## src/rtl/dacpp_pkg.sv

```systemverilog
// constants and types of the dual converter parallel-port host
package dacpp_pkg;
	localparam int DATA_W = 12;
	localparam int CLK_NS = 50;
	localparam int SYNC_STAGES = 2;
	// pin timing figures in ns
	localparam int T_ADDR_SETUP_NS = 10;
	localparam int T_CS_LOW_NS = 10;
	localparam int T_DATA_HOLD_NS = 0;
	localparam int T_CS_HIGH_NS = 7;
	localparam int T_ACCESS_NS = 35;
	localparam int T_RELINQ_NS = 10;
	localparam int T_LOAD_LOW_NS = 50;
	localparam int T_CLR_LOW_NS = 100;

	// least times round up, never below one cycle
	function automatic logic [3:0] nsToCyc(input int ns);
		int c;
		c = (ns + CLK_NS - 1) / CLK_NS;
		if (c < 1) begin
			c = 1;
		end
		return 4'(c);
	endfunction

	localparam logic [3:0] SETUP_CYC = nsToCyc(T_ADDR_SETUP_NS);
	localparam logic [3:0] CS_LOW_CYC = nsToCyc(T_CS_LOW_NS);
	localparam logic [3:0] HOLD_CYC = nsToCyc(T_DATA_HOLD_NS);
	localparam logic [3:0] CS_HIGH_CYC = nsToCyc(T_CS_HIGH_NS);
	localparam logic [3:0] RELINQ_CYC = nsToCyc(T_RELINQ_NS);
	// read strobe also covers the two-flop path of the returning bus
	localparam logic [3:0] READ_LOW_CYC =
		4'(nsToCyc(T_ACCESS_NS) + SYNC_STAGES);
	localparam logic [3:0] LOAD_LOW_CYC = nsToCyc(T_LOAD_LOW_NS);
	localparam logic [3:0] CLR_LOW_CYC = nsToCyc(T_CLR_LOW_NS);
	localparam logic [DATA_W-1:0] DATA_RST = 12'h000;

	typedef enum logic [2:0] {
		ST_IDLE = 3'b000,
		ST_SETUP = 3'b001,
		ST_STROBE = 3'b010,
		ST_HOLD = 3'b011,
		ST_GAP = 3'b100
	} dacpp_state_t;
endpackage

```

## src/rtl/dacpp_sync_if.sv

```systemverilog
// bundle between the host engine and its bus synchroniser
`timescale 1ns/100ps
interface dacpp_sync_if #(parameter int W = 12);
	logic [W-1:0] raw;
	logic [W-1:0] synced;
	modport engine (output raw, input synced);
	modport syncer (input raw, output synced);
endinterface

```

## src/rtl/dacpp_bus_sync.sv

```systemverilog
// two-flop synchroniser for the returning parallel data bus
`timescale 1ns/100ps
module dacpp_bus_sync
	import dacpp_pkg::*;
#(
	parameter int W = DATA_W
) (
	// clock and control
	input wire logic clk_sys,
	input wire logic rst_n,
	input wire logic ce,
	// bus bundle
	dacpp_sync_if.syncer sb
);
	logic [W-1:0] meta_r, meta_nxt;
	logic [W-1:0] stable_r, stable_nxt;

	always_comb begin
		meta_nxt = meta_r;
		stable_nxt = stable_r;
		if (ce) begin
			meta_nxt = sb.raw;
			stable_nxt = meta_r;
		end
	end

	always_ff @(posedge clk_sys) begin
		if (!rst_n) begin
			meta_r <= '0;
			stable_r <= '0;
		end else begin
			meta_r <= meta_nxt;
			stable_r <= stable_nxt;
		end
	end

	assign sb.synced = stable_r;
endmodule

```

## src/rtl/dacpp_host.sv

```systemverilog
// host controller driving the dual converter's parallel port pins
`timescale 1ns/100ps
// Functional notes
// - one 12-bit word per access, bit 11 most significant, bit 0 least
// - channel select low addresses channel A, high addresses channel B
// - active-low select with read/write line qualifies every access
// - read/write low writes bus data; high makes device drive register out
// - every write needs a select falling edge then a rising edge
module dacpp_host
	import dacpp_pkg::*;
(
	// clock and control
	input wire logic clk_sys,
	input wire logic rst_n,
	input wire logic ce,
	// access requests
	input wire logic reqValid,
	output logic reqReady,
	input wire logic reqWrite,
	input wire logic reqChan,
	input wire logic [DATA_W-1:0] reqData,
	output logic rdValid,
	output logic [DATA_W-1:0] rdData,
	// update and clear requests
	input wire logic loadReq,
	input wire logic autoUpdate,
	input wire logic clearReq,
	// converter pins
	output logic selectN,
	output logic readNotWrite,
	output logic channelSelect,
	output logic [DATA_W-1:0] dataOut,
	output logic dataOe,
	input wire logic [DATA_W-1:0] dataIn,
	output logic loadStrobeN,
	output logic clearN
);
	dacpp_sync_if #(.W(DATA_W)) sbus();
	dacpp_state_t state_r, state_nxt;
	logic [3:0] cnt_r, cnt_nxt;
	logic sel_r, sel_nxt;
	logic rnw_r, rnw_nxt;
	logic chan_r, chan_nxt;
	logic [DATA_W-1:0] dout_r, dout_nxt;
	logic oe_r, oe_nxt;
	logic rdv_r, rdv_nxt;
	logic [DATA_W-1:0] rdd_r, rdd_nxt;
	logic [3:0] loadCnt_r, loadCnt_nxt;
	logic [3:0] clrCnt_r, clrCnt_nxt;
	logic auto_r, auto_nxt;

	assign sbus.raw = dataIn;

	dacpp_bus_sync #(.W(DATA_W)) uSync (
		.clk_sys(clk_sys),
		.rst_n(rst_n),
		.ce(ce),
		.sb(sbus)
	);

	// no access starts while the clear pulse runs
	assign reqReady = ce && (state_r == ST_IDLE) && (clrCnt_r == 4'h0);

	always_comb begin
		state_nxt = state_r;
		cnt_nxt = cnt_r;
		sel_nxt = sel_r;
		rnw_nxt = rnw_r;
		chan_nxt = chan_r;
		dout_nxt = dout_r;
		oe_nxt = oe_r;
		rdv_nxt = rdv_r;
		rdd_nxt = rdd_r;
		if (ce) begin
			// the valid pulse only ends on an enabled edge, so a freeze holds it
			rdv_nxt = 1'b0;
			case (state_r)
				ST_IDLE: begin
					if (reqValid && reqReady) begin
						chan_nxt = reqChan;
						rnw_nxt = !reqWrite;
						dout_nxt = reqData;
						oe_nxt = reqWrite;
						cnt_nxt = 4'(SETUP_CYC - 4'h1);
						state_nxt = ST_SETUP;
					end
				end
				ST_SETUP: begin
					if (cnt_r == 4'h0) begin
						sel_nxt = 1'b0;
						cnt_nxt = rnw_r ? 4'(READ_LOW_CYC - 4'h1) :
							4'(CS_LOW_CYC - 4'h1);
						state_nxt = ST_STROBE;
					end else begin
						cnt_nxt = cnt_r - 4'h1;
					end
				end
				ST_STROBE: begin
					if (cnt_r == 4'h0) begin
						if (rnw_r) begin
							rdd_nxt = sbus.synced;
							rdv_nxt = 1'b1;
						end
						// rising edge latches the word in the device
						sel_nxt = 1'b1;
						cnt_nxt = 4'(HOLD_CYC - 4'h1);
						state_nxt = ST_HOLD;
					end else begin
						cnt_nxt = cnt_r - 4'h1;
					end
				end
				ST_HOLD: begin
					if (cnt_r == 4'h0) begin
						oe_nxt = 1'b0;
						// after a read the device needs time to let go
						cnt_nxt = rnw_r ? 4'(RELINQ_CYC - 4'h1) :
							4'(CS_HIGH_CYC - 4'h1);
						rnw_nxt = 1'b1;
						state_nxt = ST_GAP;
					end else begin
						cnt_nxt = cnt_r - 4'h1;
					end
				end
				ST_GAP: begin
					if (cnt_r == 4'h0) begin
						state_nxt = ST_IDLE;
					end else begin
						cnt_nxt = cnt_r - 4'h1;
					end
				end
				default: begin
					state_nxt = ST_IDLE;
					sel_nxt = 1'b1;
					oe_nxt = 1'b0;
				end
			endcase
		end
	end

	always_ff @(posedge clk_sys) begin
		if (!rst_n) begin
			state_r <= ST_IDLE;
			cnt_r <= 4'h0;
			sel_r <= 1'b1;
			rnw_r <= 1'b1;
			chan_r <= 1'b0;
			dout_r <= DATA_RST;
			oe_r <= 1'b0;
			rdv_r <= 1'b0;
			rdd_r <= DATA_RST;
		end else begin
			state_r <= state_nxt;
			cnt_r <= cnt_nxt;
			sel_r <= sel_nxt;
			rnw_r <= rnw_nxt;
			chan_r <= chan_nxt;
			dout_r <= dout_nxt;
			oe_r <= oe_nxt;
			rdv_r <= rdv_nxt;
			rdd_r <= rdd_nxt;
		end
	end

	// load and clear strobes
	always_comb begin
		loadCnt_nxt = loadCnt_r;
		clrCnt_nxt = clrCnt_r;
		auto_nxt = auto_r;
		if (ce) begin
			auto_nxt = autoUpdate;
			if (loadCnt_r != 4'h0) begin
				loadCnt_nxt = loadCnt_r - 4'h1;
			end else if (loadReq && !auto_r) begin
				loadCnt_nxt = LOAD_LOW_CYC;
			end
			if (clrCnt_r != 4'h0) begin
				clrCnt_nxt = clrCnt_r - 4'h1;
			end else if (clearReq) begin
				clrCnt_nxt = CLR_LOW_CYC;
			end
		end
	end

	always_ff @(posedge clk_sys) begin
		if (!rst_n) begin
			loadCnt_r <= 4'h0;
			// a clear pulse follows every reset so the converter is zeroed
			clrCnt_r <= CLR_LOW_CYC;
			auto_r <= 1'b0;
		end else begin
			loadCnt_r <= loadCnt_nxt;
			clrCnt_r <= clrCnt_nxt;
			auto_r <= auto_nxt;
		end
	end

	assign selectN = sel_r;
	assign readNotWrite = rnw_r;
	assign channelSelect = chan_r;
	assign dataOut = dout_r;
	assign dataOe = oe_r;
	assign rdValid = rdv_r;
	assign rdData = rdd_r;
	assign loadStrobeN = !(auto_r || (loadCnt_r != 4'h0));
	assign clearN = (clrCnt_r == 4'h0);

	no_read_drive_a: assert property (
		@(posedge clk_sys) disable iff (!rst_n)
		dataOe |-> !readNotWrite) else $error("bus driven during read");
	rnw_stable_a: assert property (
		@(posedge clk_sys) disable iff (!rst_n)
		!selectN && !$fell(selectN) |-> $stable(readNotWrite))
		else $error("read/write moved while selected");
	chan_stable_a: assert property (
		@(posedge clk_sys) disable iff (!rst_n)
		!selectN && !$fell(selectN) |-> $stable(channelSelect))
		else $error("channel moved while selected");
	write_data_edge_a: assert property (
		@(posedge clk_sys) disable iff (!rst_n)
		$rose(selectN) && !readNotWrite |-> dataOe && $stable(dataOut))
		else $error("write data unstable at select rise");
	write_pulse_a: assert property (
		@(posedge clk_sys) disable iff (!rst_n || !ce)
		$fell(selectN) && !readNotWrite |-> ##1 selectN)
		else $error("write select pulse not closed");
	// read strobe is low for the access cycle plus the two sync cycles
	read_pulse_a: assert property (
		@(posedge clk_sys) disable iff (!rst_n || !ce)
		$fell(selectN) && readNotWrite |-> !selectN [*3] ##1 selectN)
		else $error("read select pulse length wrong");
	read_capture_a: assert property (
		@(posedge clk_sys) disable iff (!rst_n)
		rdValid |-> $rose(selectN) && rdData == $past(sbus.synced))
		else $error("read data not taken at select rise");
	relinq_gap_a: assert property (
		@(posedge clk_sys) disable iff (!rst_n)
		$rose(selectN) && readNotWrite |-> !dataOe [*3])
		else $error("bus driven too soon after read");
	auto_load_a: assert property (
		@(posedge clk_sys) disable iff (!rst_n)
		ce && autoUpdate |=> !loadStrobeN)
		else $error("auto update not holding load low");
	load_pulse_a: assert property (
		@(posedge clk_sys) disable iff (!rst_n || !ce)
		$fell(loadStrobeN) && !auto_r |-> ##1 loadStrobeN)
		else $error("load strobe width wrong");
	reset_clear_a: assert property (
		@(posedge clk_sys)
		$rose(rst_n) |-> !clearN)
		else $error("no clear after reset");
	clear_block_a: assert property (
		@(posedge clk_sys) disable iff (!rst_n)
		!clearN |-> !reqReady)
		else $error("access offered during clear");
	clear_width_a: assert property (
		@(posedge clk_sys) disable iff (!rst_n || !ce)
		$fell(clearN) |-> ##1 !clearN ##1 clearN)
		else $error("clear pulse width wrong");
endmodule

```

## config.mk

```make
export PLATFORM = sky130hd
export DESIGN_NAME = dacpp_host
export DESIGN_NICKNAME = d
export VERILOG_FILES = /design/src/rtl/dacpp_pkg.sv /design/src/rtl/dacpp_sync_if.sv /design/src/rtl/dacpp_bus_sync.sv /design/src/rtl/dacpp_host.sv
export SDC_FILE = /design/constraint.sdc
export NUM_CORES = 1
export LEC_CHECK = 0
export CORE_MARGIN = 2
export CORE_UTILIZATION = 54
export CTS_CLUSTER_SIZE = 24
export DETAILED_ROUTE_END_ITERATION = 12
export DONT_BUFFER_PORTS = 1
export PLACE_DENSITY_LB_ADDON = 0.3
export SYNTH_ARGS = -nofsm -noshare
export SYNTH_HDL_FRONTEND = slang
export SYNTH_SLANG_ARGS = --single-unit
```

## constraint.sdc

```tcl
create_clock -name clk_sys -period 3.8 [get_ports clk_sys]
set_input_delay 1.14 -clock clk_sys [delete_from_list [all_inputs] [get_ports clk_sys]]
set_output_delay 1.14 -clock clk_sys [all_outputs]
set_load 0.01 [all_outputs]
```

# After elaboration in Yosys (flattened, before gate mapping)
# Index checks and enable logic that the tools add are counted.
[op_classes]
add_sub_neg = 3
n_eq_ne = 10
n_mux = 26
bitwise = 2
reduce_logical = 29
[ops]
columns = ["operator", "count"]
rows = [
  ["4-bit 2-to-1 mux", 8],
  ["4-bit AND reduction", 5],
  ["4-bit case mux with 4 select lines", 1],
  ["3-bit 2-to-1 mux", 5],
  ["3-bit case mux with 5 select lines", 1],
  ["4-bit nonzero test", 3],
  ["4-bit by 1-bit subtractor with 4-bit output, second input constant", 3],
  ["2-bit != test, second input constant", 5],
  ["4-bit zero test", 2],
  ["1-bit 2-to-1 mux", 7],
  ["3-bit by 2-bit == test with 1-bit output, second input constant", 2],
  ["1-bit case mux with 3 select lines", 2],
  ["6-bit AND reduction", 1],
  ["2-bit nonzero test", 3],
  ["3-bit OR reduction", 2],
  ["1-bit logical AND", 4],
  ["2-bit AND reduction", 2],
  ["3-bit by 1-bit == test with 1-bit output, second input constant", 1],
  ["3-bit == test, second input constant", 1],
  ["1-bit zero test", 3],
  ["3-bit zero test", 1],
  ["3-bit AND reduction", 1],
  ["2-bit 2-to-1 mux", 1],
  ["2-bit by 1-bit != test with 1-bit output, second input constant", 1],
  ["4 further kinds", 5],
]
[word_totals]
register_bits = 69
input_bits = 33
out_inout_bits = 32

# Logic depth before layout (Yosys ltp)
[depth]
depth_word = 6
depth_mapped = 8
mapped_depth_nobuf = 7

# Modules after synthesis
# Synthesis repeated with hierarchy kept, for this count alone.
[hier_totals]
cells_unflattened = 297
hier_area_um2 = 3030.4
[modules_own_cells]
columns = ["module", "n_inst", "cells_each", "area_per_inst_um2", "seq_area_each_um2"]
rows = [
  ["dacpp_host", 1, 220, 2100.8, 900.9],
  ["dacpp_bus_sync", 1, 77, 929.6, 480.5],
]

# Worst setup path after synthesis
# OpenSTA, ideal clock, no wires.
[synth_timing]
path_type = "input -> output"
startpoint = "input ce"
endpoint = "output reqReady"
t_arrival_ns = 1.805
required_time_ns = 2.660
slack_ns = 0.855
cell_stages = 3
path_buffers = 1
path_cell_list = "clkbuf_1 > inv_1 > nor3_1"
[synth_between]
elab_chain_len = 2
[synth_rtl]
columns = ["element", "line", "source"]
rows = [
  ["start, declared", "dacpp_host.sv:15", "input wire logic ce,"],
  ["1-bit logical AND (2 in a row)", "dacpp_host.sv:62", "assign reqReady = ce && (state_r == ST_IDLE) && (clrCnt_r == 4'h0);"],
  ["end, declared", "dacpp_host.sv:18", "output logic reqReady,"],
]
# No other way between the ends.

# Final worst setup path
[layout_timing]
startpoint = "register clrCnt_r[0]"
endpoint = "output reqReady"
[layout_between]
elab_chain_len = 2
[layout_rtl]
columns = ["element", "line", "source"]
rows = [
  ["start, declared", "dacpp_host.sv:49", "logic [3:0] clrCnt_r, clrCnt_nxt;"],
  ["start signal, assigned", "dacpp_host.sv:192", "clrCnt_r <= clrCnt_nxt;"],
  ["4-bit zero test", "dacpp_host.sv:62", ""],
  ["1-bit logical AND", "dacpp_host.sv:62", ""],
]
# No other way between the ends.

==> reports/qor.txt <==
status: finished, final reports clean
Die Wd: 75.9 µm
Leakage: 1.21 nW
GRT Util Overall: 18.8%
CTS Hold Bufs: 0
final worst path period need: 2.94 ns
Synth cell types: 43
grt total ovfl: 0
Final Hold Viols: 0
Worst Setup SP: clrCnt_r[0]
wire per inst: 13.4 µm
max-cap violations: 0
Mapped Area: 2790 µm²
DR DRC count: 0
core footprint: 5040 µm²
fin nets: 335
Clk network pwr share: 44.3%
CTS Sinks: 69
Power Internal: 1.25 mW
RD Place Congestion: 0.789
combinational power share: 7.9%
most used flip-flop cell after synthesis: dfxtp_1
sequential share of power: 47.8%
cts repair resizes: 0
switching power: 0.380 mW
IO Count: 65
Fin Clk Skew: 0.0144 ns
Reg clk slew, reported paths: 0.08 ns
chip height: 75.9 µm
share of layout cells above drive strength 1: 7.59%
R2R Path End: rdData[11]
Placement Setup Slack: 1.07 ns
Max FO, Critical Path: 4
Setup Fix Bufs, Post-CTS: 0
first-pass GRT wire length: 8070 µm
register area: 1380 µm²
Seq/Total Area, Yosys: 49.5%
GRT busiest layer: met2
Post-Syn Nets: 339
Yosys warnings: 0
maximum level of the CTS H-tree: 3
Post-Syn Area per Cell: 9.23 µm²
r2r startpoint: cnt_r[0]
Max Clock Freq: 340 MHz
nature of the critical path startpoint: flip-flop
largest net degree at the start of global routing: 41
Post-Syn Instances: 302
drt total wl: 5020 µm
Initial Util: 55.3%
Max Slew Vio Count: 0
FF-to-FF setup slack: 1.74 ns
crit path DAT: 1.80 ns
type of the worst min-delay path: flip-flop to flip-flop
Longest Clk Path Bufs: 2
Final Worst Setup Slack: 0.858 ns
Tcrit/Tclk final: 77.4%
Die Area: 5760 µm²
area occupied by multi-input gates: 1290 µm²
Rows: 26
Vias: 1989
post-DP HPWL: 3440 µm
grt met2 use: 28.4%
fill cell count: 456
worst skew pair latency: 0.34 ns
#FFs+latches synth: 69
worst-case reg-to-reg path depth: 7
port bufs: 0
async set or reset register ratio after synthesis: 0%
post-route setup TNS: 0 ns
TritonRoute pass-1 iters: 4
finished layout cell area: 3060 µm²
EDFF count, synth: 0
initial antenna violation count: 1
power per cell area: 531 nW/µm²
worst-case vdd ir drop: 0.365 mV
Num CTS Buffers: 9
Worst Path Required: 2.66 ns
CTS tree: built
critical path capture point: reqReady
P&R area growth vs syn: 9.83%
clock root cell: clkbuf_8
drt first-iter violations: 63
critical path endpoint category: output port
Avg Vias per Cell: 5.32
vias in the first global route: 1800
GRT met1 Usage: 23.3%
GR Util met3: 7.80%
RSZ-0062 raised after global routing: no
critical setup path kind: flip-flop to output port
Final setup viols: 0
Placed Area: 2820 µm²
switching share of power: 23.4%
transition time of the tightest slew-check pin: 0.571 ns
Final ANT Viol Nets: 0
Finished Core Util: 60.7%
max_slew headroom: 61.7%
[final cells by class]
type	instances	share of cell area, %
flip-flops and latches	69	45.1
multi-input cells	206	42.1
clock buffers	9	4.04
clock inverters	7	3.96
well taps	70	2.86
inverters	9	1.10
repair buffers	3	0.735
diodes	1	0.0817
[Yosys cell counts (3+ instances only)]
library cell	n	area [µm²]
o21ai_0	8	40.0
inv_1	8	30.0
mux2i_1	38	380
nand2_1	33	124
nor2_1	49	184
nand3_1	4	20.0
buf_1	5	18.8
a21oi_1	22	110
dfxtp_1	69	1380
clkbuf_1	10	37.5
nor3_1	6	30.0
ha_1	4	50.1
or3_1	3	18.8
nand2b_1	4	25.0
[power groups by stage]
| stage | Clock, mW | Sequential, mW | Combinational (mW) |
|---|---|---|---|
| finish | 0.721 | 0.777 | 0.128 |
| global route | 0.762 | 0.782 | 0.147 |
| CTS | 0.739 | 0.777 | 0.130 |
| detailed placement | 0 | 0.794 | 0.129 |
| global placement | 0 | 0.793 | 0.127 |
| floorplan | 0 | 0.784 | 0.127 |
[cell usage in the layout (no fill, tap or decap), types with 2 or more instances in the layout]
cell type / synthesis / final
a21oi_1: 22 / 22
a2bb2oi_1: 2 / 2
a32o_1: 2 / 2
and2_1: 2 / 2
and3_1: 2 / 2
buf_4: 0 / 3
bufinv_16: 0 / 3
clkbuf_8: 0 / 9
clkinv_4: 0 / 2
dfxtp_1: 69 / 69
ha_1: 4 / 4
inv_1: 8 / 8
mux2i_1: 38 / 38
nand2_1: 33 / 33
nand2b_1: 4 / 4
nand3_1: 4 / 4
nor2_1: 49 / 49
nor3_1: 6 / 6
nor4bb_1: 2 / 2
o2111ai_1: 2 / 2
o211ai_1: 2 / 2
o21ai_0: 8 / 8
o31ai_1: 2 / 2
or3_1: 3 / 3
or4b_2: 2 / 2
[state kept, by name, summed over array words and instances, names as in the netlist]
signal	count
auto_r	1
readNotWrite	1
cnt_r	4
state_r	3
dataOe	1
clrCnt_r	4
channelSelect	1
selectN	1
uSync.sb.synced	12
rdData	12
rdValid	1
uSync.meta_r	12
dataOut	12
loadCnt_r	4
[through the flow]
| step | total power [mW] | cells | hold WS (ns) |
|---|---|---|---|
| after floorplan | 0.911 | 302 | 0.436 |
| after global placement | 0.921 | 357 | 0.447 |
| after detailed placement | 0.923 | 357 | 0.450 |
| after CTS | 1.65 | 373 | 0.469 |
| after global routing | 1.69 | 374 | 0.482 |
| final | 1.63 | 374 | 0.469 |
[logic make-up (layout without fill, tap and decap cells)]
| kind of cell | Yosys count | count (layout) | synth area share, % |
|---|---|---|---|
| AO/OA/AOI/OAI | 48 | 48 | 11.0 |
| AND/OR/NAND/NOR | 115 | 115 | 19.5 |
| flip-flops | 69 | 69 | 49.5 |
| adder cells (fa/ha/maj) | 4 | 4 | 1.79 |
| XOR/XNOR | 1 | 1 | 0.314 |
| multiplexers | 38 | 38 | 13.6 |
| buffers and inverters | 27 | 28 | 4.22 |
| other | 0 | 1 | 0 |
[critical path: stages (launching register included)]
cell and delay (ns):
dfxtp_1 0.32, inv_1 0.09, ha_1 0.18, or3b_2 0.50
nor3_1 0.37
[layer usage]
layer | vias to the layer above | share of wire [%]
li1 | 1039 | -
met1 | 904 | 46
met2 | 39 | 46
met3 | 7 | 6.9
met4 | 0 | 1.5
met5 | - | 0
[worst min path at each step]
stage                 startpoint      endpoint  slack (ns)  cells after the start
global route        loadCnt_r[3]  loadCnt_r[3]        0.48                      1
finish              loadCnt_r[3]  loadCnt_r[3]        0.47                      1
detailed placement  loadCnt_r[3]  loadCnt_r[3]        0.45                      1
floorplan           loadCnt_r[3]  loadCnt_r[3]        0.44                      1
CTS                 loadCnt_r[3]  loadCnt_r[3]        0.47                      1
global placement    loadCnt_r[3]  loadCnt_r[3]        0.45                      1
(Power assumes the default switching activity.)
